`src/rtl/i2cm_defs.vh`:
```
`ifndef I2CM_DEFS_VH
`define I2CM_DEFS_VH
// Notes on behaviour
// RULE_01: Transmit, buffer empty and count zero: no transmit flag, count done, Stop.
// RULE_02: Buffers on: high/low address bytes, restart enable, start; waits for bus free.
// RULE_03: Buffers off: transmit write starts automatically on idle bus; start writes ignored.
// RULE_04: After Start: master active, start flag, general interrupt if enabled.
// RULE_05: After an address byte, wait for SCL high before the ninth clock.
// RULE_06: High address NACK sets NACK flag and ends; ACK sends low address byte.
// RULE_07: Low address ACK in read setup: pause, hold SCL, wait for start.
// RULE_08: Address NACK: NACK flag, Stop or pause with restart; error interrupt if enabled.
// RULE_09: Software loads receive count, then start or read address write.
// RULE_10: Restart sets restart flag, general interrupt if enabled, then high address with read.
// RULE_11: After read address ACK, first seven data bits shift into receiver.
// RULE_12: Receive buffer full at seven bits: pause, hold SCL low until read.
// RULE_13: Eighth bit: byte to buffer, receive flag, interrupt if enabled, count minus one.
// RULE_14: Count non-zero drives ack data; zero drives end-of-count ack, count done.
// RULE_15: Stop follows only a NACK seen on the bus; otherwise bus stalls.
// RULE_16: Bus free flag only when bus idle; master starts only while it is set.
// RULE_17: Multi-master: software sets address hold enable, clears stretch disable.
// RULE_18: Matching address: slave active, address flag, stretch bit, SCL held until cleared.
// RULE_19: Slave activity has priority; no master start while slave active.
// RULE_20: Clock synchronisation: low timed after SCL low, high timed after release.
// RULE_21: High period SDA low while sending high: collision flag, error interrupt if enabled.
// RULE_22: Collision releases lines; in addressing go slave checking; clear flag to resume.
// RULE_23: Mode 101 is master 10-bit; 110 and 111 are multi-master.
// RULE_24: With restart enable, pause on ninth fall instead of Stop.
// ----------------------------------------------------------------------
// Timing
// ----------------------------------------------------------------------
`define I2CM_CLK_MHZ 200
`define I2CM_T_LOW_NS 4700
`define I2CM_T_HIGH_NS 4000
`define I2CM_T_SU_NS 4700
`define I2CM_T_FREE_NS 4700
`define I2CM_LOW_CYC ((`I2CM_T_LOW_NS * `I2CM_CLK_MHZ + 999) / 1000)
`define I2CM_HIGH_CYC ((`I2CM_T_HIGH_NS * `I2CM_CLK_MHZ) / 1000)
`define I2CM_SU_CYC ((`I2CM_T_SU_NS * `I2CM_CLK_MHZ + 999) / 1000)
`define I2CM_FREE_CYC ((`I2CM_T_FREE_NS * `I2CM_CLK_MHZ + 999) / 1000)
// ----------------------------------------------------------------------
// Modes, byte kinds, pause reasons, flag positions
// ----------------------------------------------------------------------
`define I2CM_MODE_M10 3'h5
`define I2CM_MODE_MM 2'h3
`define I2CM_K_AH 2'h0
`define I2CM_K_AL 2'h1
`define I2CM_K_TX 2'h2
`define I2CM_K_RX 2'h3
`define I2CM_P_DATA 2'h0
`define I2CM_P_RX 2'h1
`define I2CM_P_RST 2'h2
`define I2CM_NF 11
`define I2CM_F_START 0
`define I2CM_F_RESTART 1
`define I2CM_F_STOP 2
`define I2CM_F_NACK 3
`define I2CM_F_CNT 4
`define I2CM_F_TX 5
`define I2CM_F_RX 6
`define I2CM_F_COLL 7
`define I2CM_F_ADDR 8
`define I2CM_F_GIRQ 9
`define I2CM_F_EIRQ 10
`endif

```
`src/rtl/i2cm_top.v`:
```
`include "i2cm_defs.vh"

module i2cm_top #(
  parameter DATA_W = 8,
  parameter [15:0] LOW_CYC = `I2CM_LOW_CYC,
  parameter [15:0] HIGH_CYC = `I2CM_HIGH_CYC,
  parameter [15:0] SU_CYC = `I2CM_SU_CYC,
  parameter [15:0] FREE_CYC = `I2CM_FREE_CYC
) (
  input wire i_ref_clk,
  input wire i_reset,
  input wire i_scl,
  output wire o_scl,
  output wire o_scl_oe,
  input wire i_sda,
  output wire o_sda,
  output wire o_sda_oe,
  input wire [2:0] i_mode,
  input wire i_addr_buffer_disable,
  input wire i_restart_enable,
  input wire i_start_set,
  input wire [7:0] i_addr_high_buffer,
  input wire [7:0] i_addr_low_buffer,
  input wire i_tx_write,
  input wire [7:0] i_transmit_buffer,
  input wire i_cnt_load,
  input wire [7:0] i_cnt_value,
  input wire i_ack_data_value,
  input wire i_end_of_count_ack,
  input wire i_address_hold_enable,
  input wire i_stretch_disable,
  input wire [6:0] i_own_addr,
  input wire i_stretch_clear,
  input wire i_start_irq_enable,
  input wire i_restart_irq_enable,
  input wire i_receive_irq_enable,
  input wire i_nack_irq_enable,
  input wire i_collision_irq_enable,
  input wire [10:0] i_flag_clear,
  input wire i_rx_ready,
  output wire o_rx_valid,
  output wire [DATA_W-1:0] o_receive_buffer,
  output wire o_rx_buffer_full,
  output wire o_tx_buffer_empty,
  output wire [7:0] o_byte_counter,
  output wire o_master_pause_flag,
  output wire o_master_active_flag,
  output wire o_bus_free_flag,
  output wire o_slave_active_flag,
  output wire o_slave_stretch_bit,
  output wire o_start_detect_flag,
  output wire o_restart_detect_flag,
  output wire o_stop_detect_flag,
  output wire o_nack_detect_flag,
  output wire o_count_done_flag,
  output wire o_transmit_flag,
  output wire o_receive_flag,
  output wire o_collision_flag,
  output wire o_address_match_flag,
  output wire o_general_irq_flag,
  output wire o_error_irq_flag
);

  localparam [9:0] S_IDLE = 10'h001;
  localparam [9:0] S_START = 10'h002;
  localparam [9:0] S_LOAD = 10'h004;
  localparam [9:0] S_LOW = 10'h008;
  localparam [9:0] S_RISE = 10'h010;
  localparam [9:0] S_HIGH = 10'h020;
  localparam [9:0] S_PAUSE = 10'h040;
  localparam [9:0] S_RESTART = 10'h080;
  localparam [9:0] S_STOP = 10'h100;
  localparam [9:0] S_SLV = 10'h200;

  // ----------------------------------------------------------------------
  // Pin synchronisers and bus events
  // ----------------------------------------------------------------------
  reg scl_m_ff, scl_s_ff, scl_d_ff;
  reg sda_m_ff, sda_s_ff, sda_d_ff;
  reg bfree_ff;
  reg [15:0] idle_cnt_ff;
  wire scl_rise = scl_s_ff & ~scl_d_ff;
  wire scl_fall = ~scl_s_ff & scl_d_ff;
  wire bus_start = scl_s_ff & scl_d_ff & sda_d_ff & ~sda_s_ff;
  wire bus_stop = scl_s_ff & scl_d_ff & ~sda_d_ff & sda_s_ff;

  always @(posedge i_ref_clk) begin
    if (i_reset) begin
      scl_m_ff <= 1'b1;
      scl_s_ff <= 1'b1;
      scl_d_ff <= 1'b1;
      sda_m_ff <= 1'b1;
      sda_s_ff <= 1'b1;
      sda_d_ff <= 1'b1;
      bfree_ff <= 1'b0;
      idle_cnt_ff <= 16'h0000;
    end else begin
      scl_m_ff <= i_scl;
      scl_s_ff <= scl_m_ff;
      scl_d_ff <= scl_s_ff;
      sda_m_ff <= i_sda;
      sda_s_ff <= sda_m_ff;
      sda_d_ff <= sda_s_ff;
      // Free only after a Stop or a long quiet spell with both lines high
      if (bus_start) begin
        bfree_ff <= 1'b0; // [RULE_16]
      end else if (bus_stop) begin
        bfree_ff <= 1'b1; // [RULE_16]
      end else if (scl_s_ff & sda_s_ff) begin
        if (idle_cnt_ff >= FREE_CYC - 16'h0001) begin
          bfree_ff <= 1'b1;
        end else begin
          idle_cnt_ff <= idle_cnt_ff + 16'h0001;
        end
      end else begin
        idle_cnt_ff <= 16'h0000;
        bfree_ff <= 1'b0;
      end
    end
  end

  // ----------------------------------------------------------------------
  // Master and slave sequencer
  // ----------------------------------------------------------------------
  reg [9:0] st_ff;
  reg [1:0] sub_ff, kind_ff, why_ff;
  reg [15:0] cnt_ff;
  reg [8:0] sh_ff;
  reg [7:0] rxsh_ff, txb_ff, bcnt_ff, pdat_ff;
  reg [3:0] idx_ff;
  reg scl_oe_ff, sda_oe_ff, mdr_ff, mact_ff, sact_ff, slave_stretch_bit_ff;
  reg txe_ff, req_ff, rw_ff, rd_rst_ff, push_ff, pin_lo_ff;
  reg [`I2CM_NF-1:0] set_ff, flag_ff;
  reg full_ff;

  wire t_low = cnt_ff >= LOW_CYC - 16'h0001;
  wire t_high = cnt_ff >= HIGH_CYC - 16'h0001;
  wire t_su = cnt_ff >= SU_CYC - 16'h0001;
  wire abd = i_addr_buffer_disable;
  wire mm = i_mode[2:1] == `I2CM_MODE_MM;
  wire master_ok = mm | (i_mode == `I2CM_MODE_M10); // [RULE_23]
  wire is_rx = kind_ff == `I2CM_K_RX;
  // Read bits and the slave's ack slot are listened to, never arbitrated
  wire chk = is_rx ? (idx_ff == 4'h8) : (idx_ff != 4'h8);
  wire [7:0] rx_byte = {rxsh_ff[6:0], sda_s_ff};
  wire ld_tx = abd ? ~is_rx : (kind_ff == `I2CM_K_TX);
  reg [7:0] ld_byte;

  always @* begin
    case (kind_ff)
      `I2CM_K_AH: ld_byte = abd ? txb_ff : {i_addr_high_buffer[7:1], rd_rst_ff};
      `I2CM_K_AL: ld_byte = abd ? txb_ff : i_addr_low_buffer;
      `I2CM_K_TX: ld_byte = txb_ff;
      default: ld_byte = 8'hff;
    endcase
  end

  task go_pause(input [1:0] why);
    begin
      st_ff <= S_PAUSE;
      why_ff <= why;
      mdr_ff <= 1'b1;
      scl_oe_ff <= 1'b1;
      sda_oe_ff <= 1'b0;
    end
  endtask

  // Restart enable trades the Stop for a held pause
  task go_end;
    begin
      cnt_ff <= 16'h0000;
      sub_ff <= 2'h0;
      if (i_restart_enable) begin
        go_pause(`I2CM_P_RST); // [RULE_24]
      end else begin
        st_ff <= S_STOP; // [RULE_01]
      end
    end
  endtask

  always @(posedge i_ref_clk) begin
    if (i_reset) begin
      st_ff <= S_IDLE;
      sub_ff <= 2'h0;
      kind_ff <= `I2CM_K_AH;
      why_ff <= `I2CM_P_DATA;
      cnt_ff <= 16'h0000;
      sh_ff <= 9'h1ff;
      rxsh_ff <= 8'h00;
      txb_ff <= 8'h00;
      bcnt_ff <= 8'h00;
      pdat_ff <= 8'h00;
      idx_ff <= 4'h0;
      scl_oe_ff <= 1'b0;
      sda_oe_ff <= 1'b0;
      mdr_ff <= 1'b0;
      mact_ff <= 1'b0;
      sact_ff <= 1'b0;
      slave_stretch_bit_ff <= 1'b0;
      txe_ff <= 1'b1;
      req_ff <= 1'b0;
      rw_ff <= 1'b0;
      rd_rst_ff <= 1'b0;
      push_ff <= 1'b0;
      pin_lo_ff <= 1'b0;
      set_ff <= {`I2CM_NF{1'b0}};
    end else begin
      set_ff <= {`I2CM_NF{1'b0}};
      set_ff[`I2CM_F_STOP] <= bus_stop; // [RULE_01]
      push_ff <= 1'b0;
      pin_lo_ff <= 1'b0;
      cnt_ff <= cnt_ff + 16'h0001;
      if (i_stretch_clear) begin
        slave_stretch_bit_ff <= 1'b0; // [RULE_18]
      end
      if (bus_stop) begin
        sact_ff <= 1'b0;
      end
      if (st_ff == S_IDLE && !mact_ff) begin
        if (abd ? i_tx_write : i_start_set) begin
          req_ff <= 1'b1; // [RULE_02] [RULE_03]
        end
      end
      case (st_ff)
        S_IDLE: begin
          scl_oe_ff <= 1'b0;
          sda_oe_ff <= 1'b0;
          mdr_ff <= 1'b0;
          if (bus_start && mm) begin
            st_ff <= S_SLV;
            sub_ff <= 2'h0;
            idx_ff <= 4'h0;
          end else if (req_ff && bfree_ff && !sact_ff && !flag_ff[`I2CM_F_COLL] && master_ok) begin
            st_ff <= S_START; // [RULE_16] [RULE_19] [RULE_22]
            sda_oe_ff <= 1'b1;
            cnt_ff <= 16'h0000;
            rd_rst_ff <= 1'b0;
          end
        end
        S_START: begin
          if (t_su) begin
            scl_oe_ff <= 1'b1;
            mact_ff <= 1'b1; // [RULE_04]
            set_ff[`I2CM_F_START] <= 1'b1; // [RULE_04]
            req_ff <= 1'b0;
            kind_ff <= `I2CM_K_AH;
            st_ff <= S_LOAD;
          end
        end
        S_LOAD: begin
          cnt_ff <= 16'h0000;
          idx_ff <= 4'h0;
          if (kind_ff == `I2CM_K_TX && bcnt_ff == 8'h00) begin
            set_ff[`I2CM_F_CNT] <= 1'b1; // [RULE_01]
            go_end;
          end else if (ld_tx && txe_ff) begin
            if (kind_ff == `I2CM_K_TX) begin
              set_ff[`I2CM_F_TX] <= 1'b1;
            end
            go_pause(`I2CM_P_DATA);
          end else begin
            sh_ff <= {ld_byte, 1'b1};
            sda_oe_ff <= ~ld_byte[7];
            if (ld_tx) begin
              txe_ff <= 1'b1;
            end
            if (kind_ff == `I2CM_K_AH) begin
              rw_ff <= ld_byte[0];
            end
            st_ff <= S_LOW;
          end
        end
        S_LOW: begin
          scl_oe_ff <= 1'b1;
          if (t_low) begin
            scl_oe_ff <= 1'b0;
            st_ff <= S_RISE;
          end
        end
        S_RISE: begin
          cnt_ff <= 16'h0000;
          if (scl_s_ff) begin
            st_ff <= S_HIGH; // [RULE_05] [RULE_20]
          end
        end
        S_HIGH: begin
          // Compare against the level actually driven, so our own ack never collides
          if (chk && !sda_oe_ff && !sda_s_ff) begin
            set_ff[`I2CM_F_COLL] <= 1'b1; // [RULE_21]
            scl_oe_ff <= 1'b0; // [RULE_22]
            sda_oe_ff <= 1'b0;
            mact_ff <= 1'b0;
            rxsh_ff <= rx_byte;
            idx_ff <= idx_ff + 4'h1;
            sub_ff <= 2'h0;
            if (mm && !is_rx && kind_ff != `I2CM_K_TX && idx_ff != 4'h8) begin
              st_ff <= S_SLV; // [RULE_22]
            end else begin
              st_ff <= S_IDLE;
            end
          end else if (t_high || scl_fall) begin
            // Another master pulling low ends our high early
            rxsh_ff <= rx_byte; // [RULE_11] [RULE_20]
            scl_oe_ff <= 1'b1;
            cnt_ff <= 16'h0000;
            st_ff <= S_LOW;
            if (idx_ff == 4'h8) begin
              sda_oe_ff <= 1'b0;
              if (kind_ff == `I2CM_K_RX) begin
                if (bcnt_ff != 8'h00) begin
                  st_ff <= S_LOAD;
                end else if (sda_s_ff) begin
                  go_end; // [RULE_15]
                end else begin
                  go_pause(`I2CM_P_RST); // [RULE_15]
                end
              end else if (sda_s_ff) begin
                set_ff[`I2CM_F_NACK] <= 1'b1; // [RULE_06] [RULE_08]
                go_end; // [RULE_08]
              end else if (kind_ff == `I2CM_K_AH) begin
                kind_ff <= rw_ff ? `I2CM_K_RX : `I2CM_K_AL; // [RULE_06] [RULE_11]
                st_ff <= S_LOAD;
              end else if (kind_ff == `I2CM_K_AL && i_restart_enable) begin
                go_pause(`I2CM_P_RST); // [RULE_07]
              end else begin
                if (kind_ff == `I2CM_K_TX) begin
                  bcnt_ff <= bcnt_ff - 8'h01;
                end
                kind_ff <= `I2CM_K_TX;
                st_ff <= S_LOAD;
              end
            end else begin
              idx_ff <= idx_ff + 4'h1;
              sh_ff <= {sh_ff[7:0], 1'b1};
              sda_oe_ff <= ~sh_ff[7];
              if (is_rx && idx_ff == 4'h7) begin
                push_ff <= 1'b1; // [RULE_13]
                pdat_ff <= rx_byte;
                set_ff[`I2CM_F_RX] <= 1'b1; // [RULE_13]
                if (bcnt_ff != 8'h00) begin
                  bcnt_ff <= bcnt_ff - 8'h01; // [RULE_13]
                end
                if (bcnt_ff <= 8'h01) begin
                  sda_oe_ff <= ~i_end_of_count_ack; // [RULE_14]
                  set_ff[`I2CM_F_CNT] <= 1'b1; // [RULE_14]
                end else begin
                  sda_oe_ff <= ~i_ack_data_value; // [RULE_14]
                end
              end
              if (is_rx && idx_ff == 4'h6 && full_ff) begin
                go_pause(`I2CM_P_RX); // [RULE_12]
              end
            end
          end
        end
        S_PAUSE: begin
          scl_oe_ff <= 1'b1;
          cnt_ff <= 16'h0000;
          sub_ff <= 2'h0;
          if (why_ff == `I2CM_P_DATA && !txe_ff) begin
            mdr_ff <= 1'b0;
            st_ff <= S_LOAD;
          end else if (why_ff == `I2CM_P_RX && !full_ff) begin
            mdr_ff <= 1'b0; // [RULE_12]
            st_ff <= S_LOW;
          end else if (why_ff == `I2CM_P_RST && (abd ? !txe_ff : i_start_set)) begin
            mdr_ff <= 1'b0; // [RULE_07] [RULE_08]
            rd_rst_ff <= 1'b1;
            st_ff <= S_RESTART;
          end
        end
        S_RESTART: begin
          if (sub_ff == 2'h0) begin
            if (t_low) begin
              scl_oe_ff <= 1'b0;
              sub_ff <= 2'h1;
            end
          end else if (sub_ff == 2'h1) begin
            if (!scl_s_ff) begin
              cnt_ff <= 16'h0000;
            end else if (t_su) begin
              sda_oe_ff <= 1'b1;
              cnt_ff <= 16'h0000;
              sub_ff <= 2'h2;
            end
          end else if (t_su) begin
            scl_oe_ff <= 1'b1;
            set_ff[`I2CM_F_RESTART] <= 1'b1; // [RULE_10]
            kind_ff <= `I2CM_K_AH; // [RULE_10]
            st_ff <= S_LOAD;
          end
        end
        S_STOP: begin
          if (sub_ff == 2'h0) begin
            scl_oe_ff <= 1'b1;
            sda_oe_ff <= 1'b1;
            if (t_low) begin
              scl_oe_ff <= 1'b0;
              sub_ff <= 2'h1;
            end
          end else if (sub_ff == 2'h1) begin
            if (!scl_s_ff) begin
              cnt_ff <= 16'h0000;
            end else if (t_su) begin
              sda_oe_ff <= 1'b0;
              cnt_ff <= 16'h0000;
              sub_ff <= 2'h2;
            end
          end else if (t_su) begin
            mact_ff <= 1'b0;
            st_ff <= S_IDLE;
          end
        end
        default: begin
          // Listening as a slave: count bits, then answer own address
          if (bus_stop) begin
            st_ff <= S_IDLE;
          end else if (sub_ff == 2'h0) begin
            if (scl_rise) begin
              rxsh_ff <= rx_byte;
              idx_ff <= idx_ff + 4'h1;
            end else if (scl_fall && idx_ff == 4'h8) begin
              if (rxsh_ff[7:1] == i_own_addr && i_address_hold_enable && !i_stretch_disable) begin
                sact_ff <= 1'b1; // [RULE_18]
                slave_stretch_bit_ff <= 1'b1; // [RULE_18]
                set_ff[`I2CM_F_ADDR] <= 1'b1; // [RULE_18]
                scl_oe_ff <= 1'b1;
                sda_oe_ff <= 1'b1;
                sub_ff <= 2'h1;
              end else begin
                st_ff <= S_IDLE;
              end
            end
          end else if (sub_ff == 2'h1) begin
            if (!slave_stretch_bit_ff) begin
              scl_oe_ff <= 1'b0;
              sub_ff <= 2'h2;
            end
          end else if (scl_fall) begin
            sda_oe_ff <= 1'b0;
            st_ff <= S_IDLE;
          end
        end
      endcase
      // Software load beats the hardware decrement
      if (i_cnt_load) begin
        bcnt_ff <= i_cnt_value;
      end
      // A write in the same cycle as a take leaves the buffer full
      if (i_tx_write) begin
        txb_ff <= i_transmit_buffer;
        txe_ff <= 1'b0;
      end
    end
  end

  // ----------------------------------------------------------------------
  // Sticky flags: a set in the clearing cycle wins
  // ----------------------------------------------------------------------
  wire girq = (set_ff[`I2CM_F_START] & i_start_irq_enable) |
              (set_ff[`I2CM_F_RESTART] & i_restart_irq_enable) |
              (set_ff[`I2CM_F_RX] & i_receive_irq_enable);
  wire eirq = (set_ff[`I2CM_F_NACK] & i_nack_irq_enable) |
              (set_ff[`I2CM_F_COLL] & i_collision_irq_enable);

  always @(posedge i_ref_clk) begin
    if (i_reset) begin
      flag_ff <= {`I2CM_NF{1'b0}};
    end else begin
      flag_ff <= (flag_ff & ~i_flag_clear) | set_ff | {eirq, girq, 9'h000}; // [RULE_04] [RULE_08]
    end
  end

  // ----------------------------------------------------------------------
  // Two-entry receive buffer
  // ----------------------------------------------------------------------
  reg [DATA_W-1:0] head_ff, tail_ff;
  reg hv_ff, tv_ff;
  reg nxt_hv, nxt_tv;
  wire pop = hv_ff & i_rx_ready;

  always @* begin
    nxt_hv = hv_ff;
    nxt_tv = tv_ff;
    if (pop) begin
      nxt_hv = tv_ff;
      nxt_tv = 1'b0;
    end
    if (push_ff) begin
      if (!nxt_hv) begin
        nxt_hv = 1'b1;
      end else begin
        nxt_tv = 1'b1;
      end
    end
  end

  always @(posedge i_ref_clk) begin
    if (i_reset) begin
      head_ff <= {DATA_W{1'b0}};
      tail_ff <= {DATA_W{1'b0}};
      hv_ff <= 1'b0;
      tv_ff <= 1'b0;
      full_ff <= 1'b0;
    end else begin
      hv_ff <= nxt_hv;
      tv_ff <= nxt_tv;
      full_ff <= nxt_hv & nxt_tv;
      if (pop && tv_ff) begin
        head_ff <= tail_ff;
      end
      if (push_ff) begin
        if (!hv_ff || (pop && !tv_ff)) begin
          head_ff <= pdat_ff[DATA_W-1:0];
        end else begin
          tail_ff <= pdat_ff[DATA_W-1:0];
        end
      end
    end
  end

  assign o_scl = pin_lo_ff;
  assign o_sda = pin_lo_ff;
  assign o_scl_oe = scl_oe_ff;
  assign o_sda_oe = sda_oe_ff;
  assign o_rx_valid = hv_ff;
  assign o_receive_buffer = head_ff;
  assign o_rx_buffer_full = full_ff;
  assign o_tx_buffer_empty = txe_ff;
  assign o_byte_counter = bcnt_ff;
  assign o_master_pause_flag = mdr_ff;
  assign o_master_active_flag = mact_ff;
  assign o_bus_free_flag = bfree_ff;
  assign o_slave_active_flag = sact_ff;
  assign o_slave_stretch_bit = slave_stretch_bit_ff;
  assign o_start_detect_flag = flag_ff[`I2CM_F_START];
  assign o_restart_detect_flag = flag_ff[`I2CM_F_RESTART];
  assign o_stop_detect_flag = flag_ff[`I2CM_F_STOP];
  assign o_nack_detect_flag = flag_ff[`I2CM_F_NACK];
  assign o_count_done_flag = flag_ff[`I2CM_F_CNT];
  assign o_transmit_flag = flag_ff[`I2CM_F_TX];
  assign o_receive_flag = flag_ff[`I2CM_F_RX];
  assign o_collision_flag = flag_ff[`I2CM_F_COLL];
  assign o_address_match_flag = flag_ff[`I2CM_F_ADDR];
  assign o_general_irq_flag = flag_ff[`I2CM_F_GIRQ];
  assign o_error_irq_flag = flag_ff[`I2CM_F_EIRQ];

endmodule

```
`config.mk`:
```
export PLATFORM = sky130hd
export DESIGN_NAME = i2cm_top
export DESIGN_NICKNAME = d
export VERILOG_FILES = /design/src/rtl/i2cm_top.v
export VERILOG_INCLUDE_DIRS = /design/src /design/src/rtl
export SDC_FILE = /design/constraint.sdc
export NUM_CORES = 1
export LEC_CHECK = 0
export ABC_AREA = 1
export BUFFER_PORTS_ARGS = -buffer_cell sky130_fd_sc_hd__buf_4
export CAP_MARGIN = 30
export CORE_ASPECT_RATIO = 1.2
export CORE_MARGIN = 2
export CORE_UTILIZATION = 50
export CTS_CLUSTER_DIAMETER = 50
export DETAILED_ROUTE_END_ITERATION = 10
export PLACE_DENSITY = 0.73
export SLEW_MARGIN = 20
export SYNTH_ARGS = -nofsm -noshare
export SYNTH_HDL_FRONTEND = slang
export SYNTH_SLANG_ARGS = --single-unit
```
`constraint.sdc`:
```
create_clock -name i_ref_clk -period 3.17 [get_ports i_ref_clk]
set_input_delay 0.317 -clock i_ref_clk [delete_from_list [all_inputs] [get_ports i_ref_clk]]
set_output_delay 0.317 -clock i_ref_clk [all_outputs]
set_load 0.01 [all_outputs]
```
### Yosys cells after proc, flatten, opt, wreduce, memory -nomap -nowiden

Index checks and enable logic that the tools add are counted.

* bits in registers: 151
* input bits: 73
* output and inout bits: 39
* logic and storage cells: 553

* add/sub/neg operators: 4
* $lt $le $gt $ge: 4
* equal/unequal tests: 104
* mux-type cells: 252
* bitwise logic cells: 51
* reductions and logical operators: 94

Operators with widths (count)
* $mux 10: 28
* $mux 8: 27
* $mux 16: 10
* $mux 1: 113
* $mux 2: 46
* $pmux 10 s9: 1
* $pmux 16 s4: 1
* $ne 2x2->1 const B: 31
* $ne 3x3->1 const B: 18
* $ge 16x10->1 const B: 3
* $add 16x1->16 const B: 2
* $pmux 8 s2: 2
* $reduce_and 16->1: 2
* $ne 10x4->1 const B: 3
* $mux 4: 7
* $mux 7: 4
* $not 1->1: 28
* $logic_and 1x1->1: 25
* $pmux 8 s3: 1
* $or 11x11->11: 2
* $ne 7x3->1 const B: 3
* $ne 10x2->1 const B: 2
* $ne 10x3->1 const B: 2
* $mux 9: 2
* 73 further kinds: 146

### Depth between registers and ports, before layout

Gate-level depths: netlist of run 1.

* word-level depth: 11
* mapped depth: 16
* gate-level depth less buffers: 16

### Worst setup path after synthesis of run 1

No wires, ideal clock.

* path kind: reg2reg
* start point: register idx_ff[0]
* end point: register rxsh_ff[5]
* library setup time: 119 ps
* arrival time: 2136 ps
* data required time: 3051 ps
* setup slack: 916 ps
* stages on the path, launching flop included: 15
* path buffers: 1
* clock period less this slack: 2254 ps
* path through: dfxtp_1 -> inv_1 -> ha_1 -> nand3_1 -> inv_2 -> ha_1 -> nor2_1 -> nand2_1 -> nand3_1 -> nor2_1 -> nor2_1 -> nand2_2 -> buf_4 -> o21ai_1 -> a21oi_1

* longest elaborated chain between the ends: 6
* elaborated cells on any way between the ends: 9
* those cells by class: eq/ne (3); mux (3); reduce/logical (3)

RTL lines
* from (decl): line i2cm_top.v:130 `reg [3:0] idx_ff;`
* from (signal assigned): line i2cm_top.v:294 `idx_ff <= idx_ff + 4'h1;`
* from (signal assigned): line i2cm_top.v:333 `idx_ff <= idx_ff + 4'h1;`
* from (signal assigned): line i2cm_top.v:421 `idx_ff <= idx_ff + 4'h1;`
* $ne 4x4->1 / $eq 4x4->1 (equally long branches): line i2cm_top.v:144 `wire chk = is_rx ? (idx_ff == 4'h8) : (idx_ff != 4'h8);`
* $mux 1 *: line i2cm_top.v:144
* $logic_and 1x1->1 * (2 in series): line i2cm_top.v:288 `if (chk && !sda_oe_ff && !sda_s_ff) begin`
* $ne 3x3->1 (no line) / $mux 8 (equally long branches)
* $reduce_and 5->1 (no line) / $pmux 8 s2 (equally long branches)
* to (signal assigned): line i2cm_top.v:293 `rxsh_ff <= rx_byte;`
* to (signal assigned): line i2cm_top.v:303 `rxsh_ff <= rx_byte;`
* to (signal assigned): line i2cm_top.v:420 `rxsh_ff <= rx_byte;`
* to (decl): line i2cm_top.v:129 `reg [7:0] rxsh_ff, txb_ff, bcnt_ff, pdat_ff;`

Every way passes the cells marked *; elsewhere a longest branch is shown, timed or not.
A chain may end at the register's enable or synchronous reset.

### Worst setup path after layout of run 1

* start point: register idx_ff[0]
* end point: register pdat_ff[3]

* longest elaborated chain between the ends: 6
* elaborated cells on any way between the ends: 10
* those cells by class: eq/ne (3); mux (1); bitwise (2); reduce/logical (4)

RTL lines
* $ne 4x4->1 / $eq 4x4->1 (equally long branches): line i2cm_top.v:144, i2cm_top.v:307
* $mux 1: line i2cm_top.v:144
* $logic_and 1x1->1 (2 in series): line i2cm_top.v:288
* $not 1->1 (no line)
* $reduce_and 5->1 (no line) *
* to (signal assigned): line i2cm_top.v:338 `pdat_ff <= rx_byte;`
* to (decl): line i2cm_top.v:129

Marked as above.

==> results of run 1 <==
==> stage by stage <==
step	area, um^2	hold WS [ns]	worst slack (ns)
2_1_floorplan	8100	0.389	0.916
3_3_place_gp	9110	0.396	0.617
3_5_place_dp	9110	0.399	0.547
4_1_cts	9710	0.0790	0.528
5_1_grt	9710	0.0988	0.151
6_report	9710	0.0953	0.496
==> cell families after synthesis <==
logic type                 synth area share [%]
xor gates and xnor gates                   1.62
AOI/OAI and AO/OA                          15.7
adders and majority gates                  1.39
other                                    0.0463
and+or+nand+nor                            36.0
buffers and inverters                      8.84
DFF                                        36.3
==> layer usage <==
metal | up-vias | global-route usage [%] | share of wire [%]
li1 | 4269 | - | -
met1 | 3785 | 34.4 | 45
met2 | 246 | 45.3 | 48
met3 | 42 | 4.05 | 5.2
met4 | 0 | 11.3 | 2.4
met5 | - | 0 | 0
==> cell type report <==
class | instances | share of cell area (%)
clock buffers | 19 | 4.66
well taps | 208 | 2.68
multi-input cells | 922 | 45.8
flip-flops and latches | 147 | 30.3
repair buffers | 120 | 9.27
inverters | 148 | 5.77
clock inverters | 13 | 1.55
==> cell usage after synthesis (6+ instances only) <==
library cell               count
sky130_fd_sc_hd__o31ai_1       6
sky130_fd_sc_hd__xor2_1       10
sky130_fd_sc_hd__nand4_1      15
sky130_fd_sc_hd__clkbuf_1     22
sky130_fd_sc_hd__a21oi_1     107
sky130_fd_sc_hd__nor2_2        9
sky130_fd_sc_hd__nand3_1      83
sky130_fd_sc_hd__inv_2         9
sky130_fd_sc_hd__o21ai_0      96
sky130_fd_sc_hd__nor2_4        6
sky130_fd_sc_hd__nor3_1       31
sky130_fd_sc_hd__nand2_2       9
sky130_fd_sc_hd__ha_1          9
sky130_fd_sc_hd__nor2_1      183
sky130_fd_sc_hd__inv_1       133
sky130_fd_sc_hd__nand2_1     290
sky130_fd_sc_hd__dfxtp_1     147
sky130_fd_sc_hd__nor4_1        6
==> sequential cells by signal, indices dropped and copies added, names as in the netlist, 8 cells and up <==
name	cells
pdat_ff	8
o_byte_counter	8
txb_ff	8
cnt_ff	16
idle_cnt_ff	16
tail_ff	8
rxsh_ff	8
o_receive_buffer	8
st_ff	10
set_ff	9
flag_ff	11
==> where the power goes <==
group	switching [uW]	leakage (uW)	internal, uW
clock	834	0.000290	1210
sequential	187	0.00119	2020
combinational	2010	0.00293	982
==> how the worst min path moves through the flow <==
stage / from / end / slack [ns] / depth (start not counted)
2_1_floorplan: scl_m_ff / scl_s_ff / 0.39 / 1
3_3_place_gp: sda_m_ff / sda_s_ff / 0.40 / 1
3_5_place_dp: scl_m_ff / scl_s_ff / 0.40 / 1
4_1_cts: i_scl / scl_m_ff / 0.08 / 2
5_1_grt: i_scl / scl_m_ff / 0.1 / 2
6_report: i_scl / scl_m_ff / 0.1 / 2
==> layout by cell type (no fill, tap or decap), types with 3 or more instances in the layout <==
cell	count
sky130_fd_sc_hd__nand3_1	83
sky130_fd_sc_hd__inv_2	10
sky130_fd_sc_hd__nor2_2	9
sky130_fd_sc_hd__a21oi_1	107
sky130_fd_sc_hd__o21ai_0	96
sky130_fd_sc_hd__ha_1	9
sky130_fd_sc_hd__nand4_1	15
sky130_fd_sc_hd__buf_4	120
sky130_fd_sc_hd__xnor2_1	5
sky130_fd_sc_hd__nor4_1	6
sky130_fd_sc_hd__nand3_2	3
sky130_fd_sc_hd__clkinv_1	3
sky130_fd_sc_hd__nor2_1	183
sky130_fd_sc_hd__o22ai_1	4
sky130_fd_sc_hd__xor2_1	10
sky130_fd_sc_hd__o211ai_1	3
sky130_fd_sc_hd__clkinvlp_4	3
sky130_fd_sc_hd__inv_1	133
sky130_fd_sc_hd__o21ai_1	5
sky130_fd_sc_hd__nor2_4	6
sky130_fd_sc_hd__nand2_2	9
sky130_fd_sc_hd__or2_2	5
sky130_fd_sc_hd__a31oi_1	5
sky130_fd_sc_hd__nor3_1	31
sky130_fd_sc_hd__nand2_1	290
sky130_fd_sc_hd__clkbuf_16	17
sky130_fd_sc_hd__dfxtp_1	147
sky130_fd_sc_hd__o31ai_1	6
==> results.txt, run 1 <==
Setup repair after global routing left no endpoint under its margin. The maximum number of pins on one net before global-route repair came out at 45. The cell leakage power came out at ~0.0044 uW.

The detail-routed net length per standard cell is approximately 15 um. 112 I/O pins were placed. The signal on the critical path passes through inv_1, ha_1, nand3_1, inv_2, ha_1, nor2_1, nand2_1, nand3_1, inv_1, nand2_1, nor2_2, o21ai_0, a21oi_1. The clock input transition at the sequential cells of the worst setup and hold paths is roughly 0.06 ns. Summed over all nets, the half-perimeter wirelength after detailed placement is 17.5 mm. The peak clock frequency supported by timing came out at between 300 and 400 MHz.

The type of origin of the critical path is a register. Measured in cells, the most critical reg-to-reg path has a length of 13. The worst flop-to-flop path endpoint is pdat_ff[3]. The design draws 7240 uW.

The filler cell count in the final layout is approximately 1500. The number of levels in the clock H-tree is 4. The most used flip-flop cell after synthesis is sky130_fd_sc_hd__dfxtp_1. The instance count after placement with tap cells included came out at around 1500. The iteration count of the initial detailed-routing pass came out at 5. Along the worst path, the maximum fanout reaches 16.

The average instance in the mapped netlist occupies 6.49 um^2. The detailed-route via count is 8342. The die area is 17200 um^2. The number of instances in the synthesized netlist came out at about 1200. The number of sinks on the clock net is between 100 and 150.

The final-report setup violation count is 0. The number of buffers inserted by post-CTS setup repair is 0. The die extent in x is 120 um.

The first global-routing pass estimated roughly 37 mm of wire. The count of port buffers added during placement is ~110. The number of different library cells in the post-synthesis netlist came out at 57.

The class of the most critical hold timing path is primary input to register. The warning count from the yosys run is 0. The pin slew with the least headroom to its limit is ~0.59 ns.

The remaining number of nets flagged by the antenna check after routing came out at 0. Sequential elements use 36.3% of the synthesized area. In the final layout, the multi-input gates occupy 4450 um^2. The total number of nets in the final design came out at 1438.

The number of DRC violations after detailed routing is 0. The worst slew margin relative to its limit is about three fifths. The final worst-path cycle share is 84.4%. The max-slew violation total from the final report is 0. The total grt overflow is 0. The post-layout instance count excluding filler cells came out at 1577. The antenna diode count is 0. The first routing iteration left between 600 and 700 violations. By startpoint and endpoint, the worst setup path is classified as register to register.

After synthesis, the cell types taking the most area are sky130_fd_sc_hd__dfxtp_1 36%, sky130_fd_sc_hd__nand2_1 13%, sky130_fd_sc_hd__nor2_1 8.5%. The synthesized design spends more area on one cell type than any other, namely sky130_fd_sc_hd__dfxtp_1. The die height is around 140 um. Relative to the synthesized area, the layout overhead comes to 19.9%.

The clock passes through at most 2 buffers. The buffers plus inverters on the worst setup path came out at 3. The post-CTS resize count is 0. The worst clock skew came out at between 0.01 and 0.015 ns. The number of synthesized flops with an enable pin is 0. The number of hold buffers added after CTS was 0. The worst setup path is captured at a register. The initial utilization of the core area, before any placement, comes to 51.6%. The number of antenna violations at the first check in global routing is 0.

Across the run, the number of max-cap violations was 0. The routability congestion estimate from global placement came out at 0.960. In this run the power density over the cells is ~750 nW/um^2.

TritonCTS built the clock tree. The total negative slack for setup checks is 0 ns. Global routing used a little over a quarter of the available tracks across all layers. Following the worst setup path forward leads to its endpoint at pdat_ff[3].

The instance count on the critical path came out at 13. The run finished with clean final reports. The clock root buffer is sky130_fd_sc_hd__clkbuf_16.

In the final layout, the share of cells above drive strength 1 is 15.1%. The startpoint identified for the worst register-to-register timing path is idx_ff[0]. The core box area came out at 15700 um^2.

The sequential cell area is just under 3000 um^2. In this run, synthesis produced a sequential element count of between 100 and 150. The peak supply drop came out at approximately 0.7 mV.

The required time reported for the critical path endpoint came out at around 3.5 ns. The slowest stage cell on the critical path is sky130_fd_sc_hd__nor2_2. The via count of the first global-routing pass came to approximately 7600.

The placement row count is 50. The async set-reset flop share out of synthesis is 0%. The number of hold violations in the final report was 0. The core occupancy in the finished layout is slightly above 60%.

The worst path in the final design needs a cycle of approximately 2.7 ns, including I/O delays and setup. The data arrival time of the worst path is approximately 3.0 ns. The average via count per standard cell came out at about 5.3.

The delay of the slowest cell on the worst path came out at ~0.48 ns. Counting the buffers created by CTS gives 17. The launching instance or port of the critical path is idx_ff[0]. The worst-case register-to-register setup slack is roughly 0.50 ns. In this run the cell area of the synthesized design comes to around 8100 um^2. The proportion of netlist area held by the largest area contributor came out at between 30% and 40%. After detailed routing, the total wire length is ~23 mm. The clock latency at the later pin of the worst-skew pair came out at 0.43 ns. On the critical path the largest part of the delay comes from simple AND/OR/NAND/NOR gates.
(Power assumes the default switching activity.)
==> run 2, diff against run 1 <==
==> constraint.sdc (replaced) <==
create_clock -name i_ref_clk -period 2.7 [get_ports i_ref_clk]
set_input_delay 0.27 -clock i_ref_clk [delete_from_list [all_inputs] [get_ports i_ref_clk]]
set_output_delay 0.27 -clock i_ref_clk [all_outputs]
set_load 0.01 [all_outputs]
==> run 2 against run 1 <==
Maximum frequency increased by 9.3%. Setup slack worse by 0.24 ns. Sequential share of layout area barely moved. Critical endpoint is now idx_ff[1]. Highest routed layer unchanged.
==> results.txt, run 2 (synthesized netlist as in run 1, its figures left out) <==
The pre-CTS worst setup slack is 0.224 ns (-0.322 ns). The count of port buffers added during placement is 108 (unchanged). The pin slew with the least headroom to its limit came out at 0.550 ns (-0.0411 ns). The clock input transition at the sequential cells of the worst setup and hold paths was 0.06 ns (about the same). The cell depth of the worst min-delay path is 2 (unchanged). The total wire length after detailed routing came out at 23.1 mm (about the same). The buffer depth of the longest clock path is 2 (unchanged). The maximum number of pins on one net before global-route repair is 44 (-2.2%). The detailed-placement wirelength estimate is 17.3 mm (-0.89%). The post-layout instance count excluding filler cells came out at 1582 (+0.32%). The peak clock frequency supported by timing came to 409 MHz (+9.3%). The number of DRC violations after detailed routing is 0 (unchanged). The worst clock skew came out at 0.0113 ns (-0.00167 ns).

The final-report setup violation count came to 0 (unchanged). The final worst-path cycle share came out at 90.6% (+6.2 points). The global-route wire length before repair came out at 37.3 mm (+1.5%). The detailed-route via count is 8339 (-0.036%).

The instance count after placement with tap cells included was 1550 (+0.32%). The total number of nets in the final design is 1443 (+0.35%). The critical path goes through inv_1, ha_1, nand3_1, inv_2, ha_1, nor2_1, nand2_1, inv_1, nor2_1, nand2_1, clkinv_1, nor2_1, nand2_2, nand2_1, o21ai_0, nor2_1. The number of levels in the clock H-tree came out at 4 (unchanged). The core box area came out at 15700 um^2 (unchanged).

The path type of the worst setup path is register to register. The clock latency at the later pin of the worst-skew pair came out at 0.43 ns (about the same). The total grt overflow is 0 (unchanged). The worst-case reg-to-reg path depth was 16 (+3).

The dominant cell type by count on the critical path is sky130_fd_sc_hd__nor2_1. The routability congestion estimate from global placement is 0.954 (-0.59%). The core occupancy in the finished layout came out at 61.8% (about the same). The starting density of the core came out at 51.6% (unchanged). The delay of the slowest cell on the worst path is 0.38 ns (-0.10 ns). The flow ran to the end, and the final reports show no timing, DRC or antenna violations.

The final period demand of the worst path came out at 2.45 ns (-0.228 ns). The required time reported for the critical path endpoint is 3.01 ns (-0.52 ns). The iteration count of the initial detailed-routing pass came out at 5 (unchanged).

The largest registers in the layout are cnt_ff x16, idle_cnt_ff x16, flag_ff x11. The count of boundary I/O pins is 112 (unchanged). The root buffer cell chosen for the clock tree is sky130_fd_sc_hd__clkbuf_16. The final setup slack of the worst path is 0.254 ns (-0.242 ns).

The area growth from synthesis to layout is 19.8% (about the same). The via count of the first global-routing pass came out at 7535 (-1.1%). The cell leakage power came out at 0.00440 uW (-0.17%). The class of the most critical hold timing path is primary input to register. The die extent in x came out at 120 um (unchanged). On the critical path, the stage with the largest delay is an instance of sky130_fd_sc_hd__dfxtp_1. The peak supply drop is 0.645 mV (-7.5%). The max-slew violation total from the final report is 0 (unchanged). The placement row count was 50 (unchanged). The total clock buffers created by CTS is 17 (unchanged). Setup repair after global routing left no endpoint under its margin. The die height was 143 um (unchanged). The data arrival time of the worst path came to 2.76 ns (-0.27 ns). STA classifies the critical path startpoint as a register. The global router's overall resource usage is 27.2% (+0.28 points). The number of hold violations in the final report was 0 (unchanged).

The number of buffers inserted by post-CTS setup repair is 0 (unchanged). The number of violations of the max-capacitance limit is 0 (unchanged). The remaining number of nets flagged by the antenna check after routing came out at 0 (unchanged). The quantity of hold-fixing buffers added after cts is 0 (unchanged).

TritonCTS built the clock tree. The sort of element at the end of the critical path is a register. The leading cell type in the layout, fill and taps excluded is sky130_fd_sc_hd__nand2_1. The worst slew margin relative to its limit came to 63.3% (+3.1 points). The total negative slack for setup checks is 0 ns (unchanged).

The detail-routed net length per standard cell is 14.6 um (-0.39%). The smallest hold slack came out at 0.0502 ns (-0.0451 ns). The power density over the cells is 858 nW/um^2 (+15%). The die area is 17200 um^2 (unchanged). The post-CTS resize count is 0 (unchanged). Leaving out fill and tap cells, the most frequent cells in the layout are 290 x sky130_fd_sc_hd__nand2_1, 183 x sky130_fd_sc_hd__nor2_1, 147 x sky130_fd_sc_hd__dfxtp_1. The DRC marker count from the first detailed-route iteration is 700 (+13%).

The average via count per standard cell was 5.27 (-0.35%). The share of final-layout standard cells stronger than drive strength 1 came out at 15.3% (+0.16 points). The number of sinks on the clock net was 147 (unchanged). The number of antenna violations at the first check in global routing came out at 0 (unchanged). The maximum fanout count along the critical path is 8 (-8). The antenna diode count is 0 (unchanged).
## run 2: through the flow
stage               total power (uW)  cell area [um^2]
floorplan                       5290              8100
global placement                6040              9150
detailed placement              6100              9150
CTS                             8330              9700
global route                    8910              9710
finish                          8330              9710
## run 2: area by class of cell
cell class | instances | area [um^2]
Timing Repair Buffer | 125 | 938
Multi-Input combinational cell | 922 | 4450
Clock inverter | 11 | 93.8
Tap cell | 208 | 260
Sequential cell | 147 | 2940
Fill cell | 1576 | 6000
Clock buffer | 21 | 460
Inverter | 148 | 561
## run 2: final timing paths
| check | from | to | slack [ns] |
|---|---|---|---|
| worst min-delay path | i_sda | sda_m_ff | 0.05 |
| worst min register to register | scl_m_ff | scl_s_ff | 0.42 |
| worst max register to register | idx_ff[0] | idx_ff[1] | 0.25 |
| worst max-delay path | idx_ff[0] | idx_ff[1] | 0.25 |
## run 2: power by group
part           switching [uW]  leakage (uW)  internal, uW
logic                    2350       0.00295          1170
registers                 224       0.00119          2370
clock network             972      0.000259          1240
total                    3550       0.00440          4790
## run 2: layer usage
layer | GRT usage [%] | part of all wire (%)
met5 | 0 | 0
met4 | 10.0 | 2.3
met3 | 4.68 | 5.4
met2 | 44.6 | 47
met1 | 36.0 | 46
## run 2: worst max-delay path: cells and delay by family, from the launching register on
family | cells | cell delay [ns]
buffers and inverters | 4 | 0.36
AOI/OAI and AO/OA | 1 | 0.09
adders and majority gates | 2 | 0.49
DFF | 1 | 0.38
and+or+nand+nor | 9 | 1.02
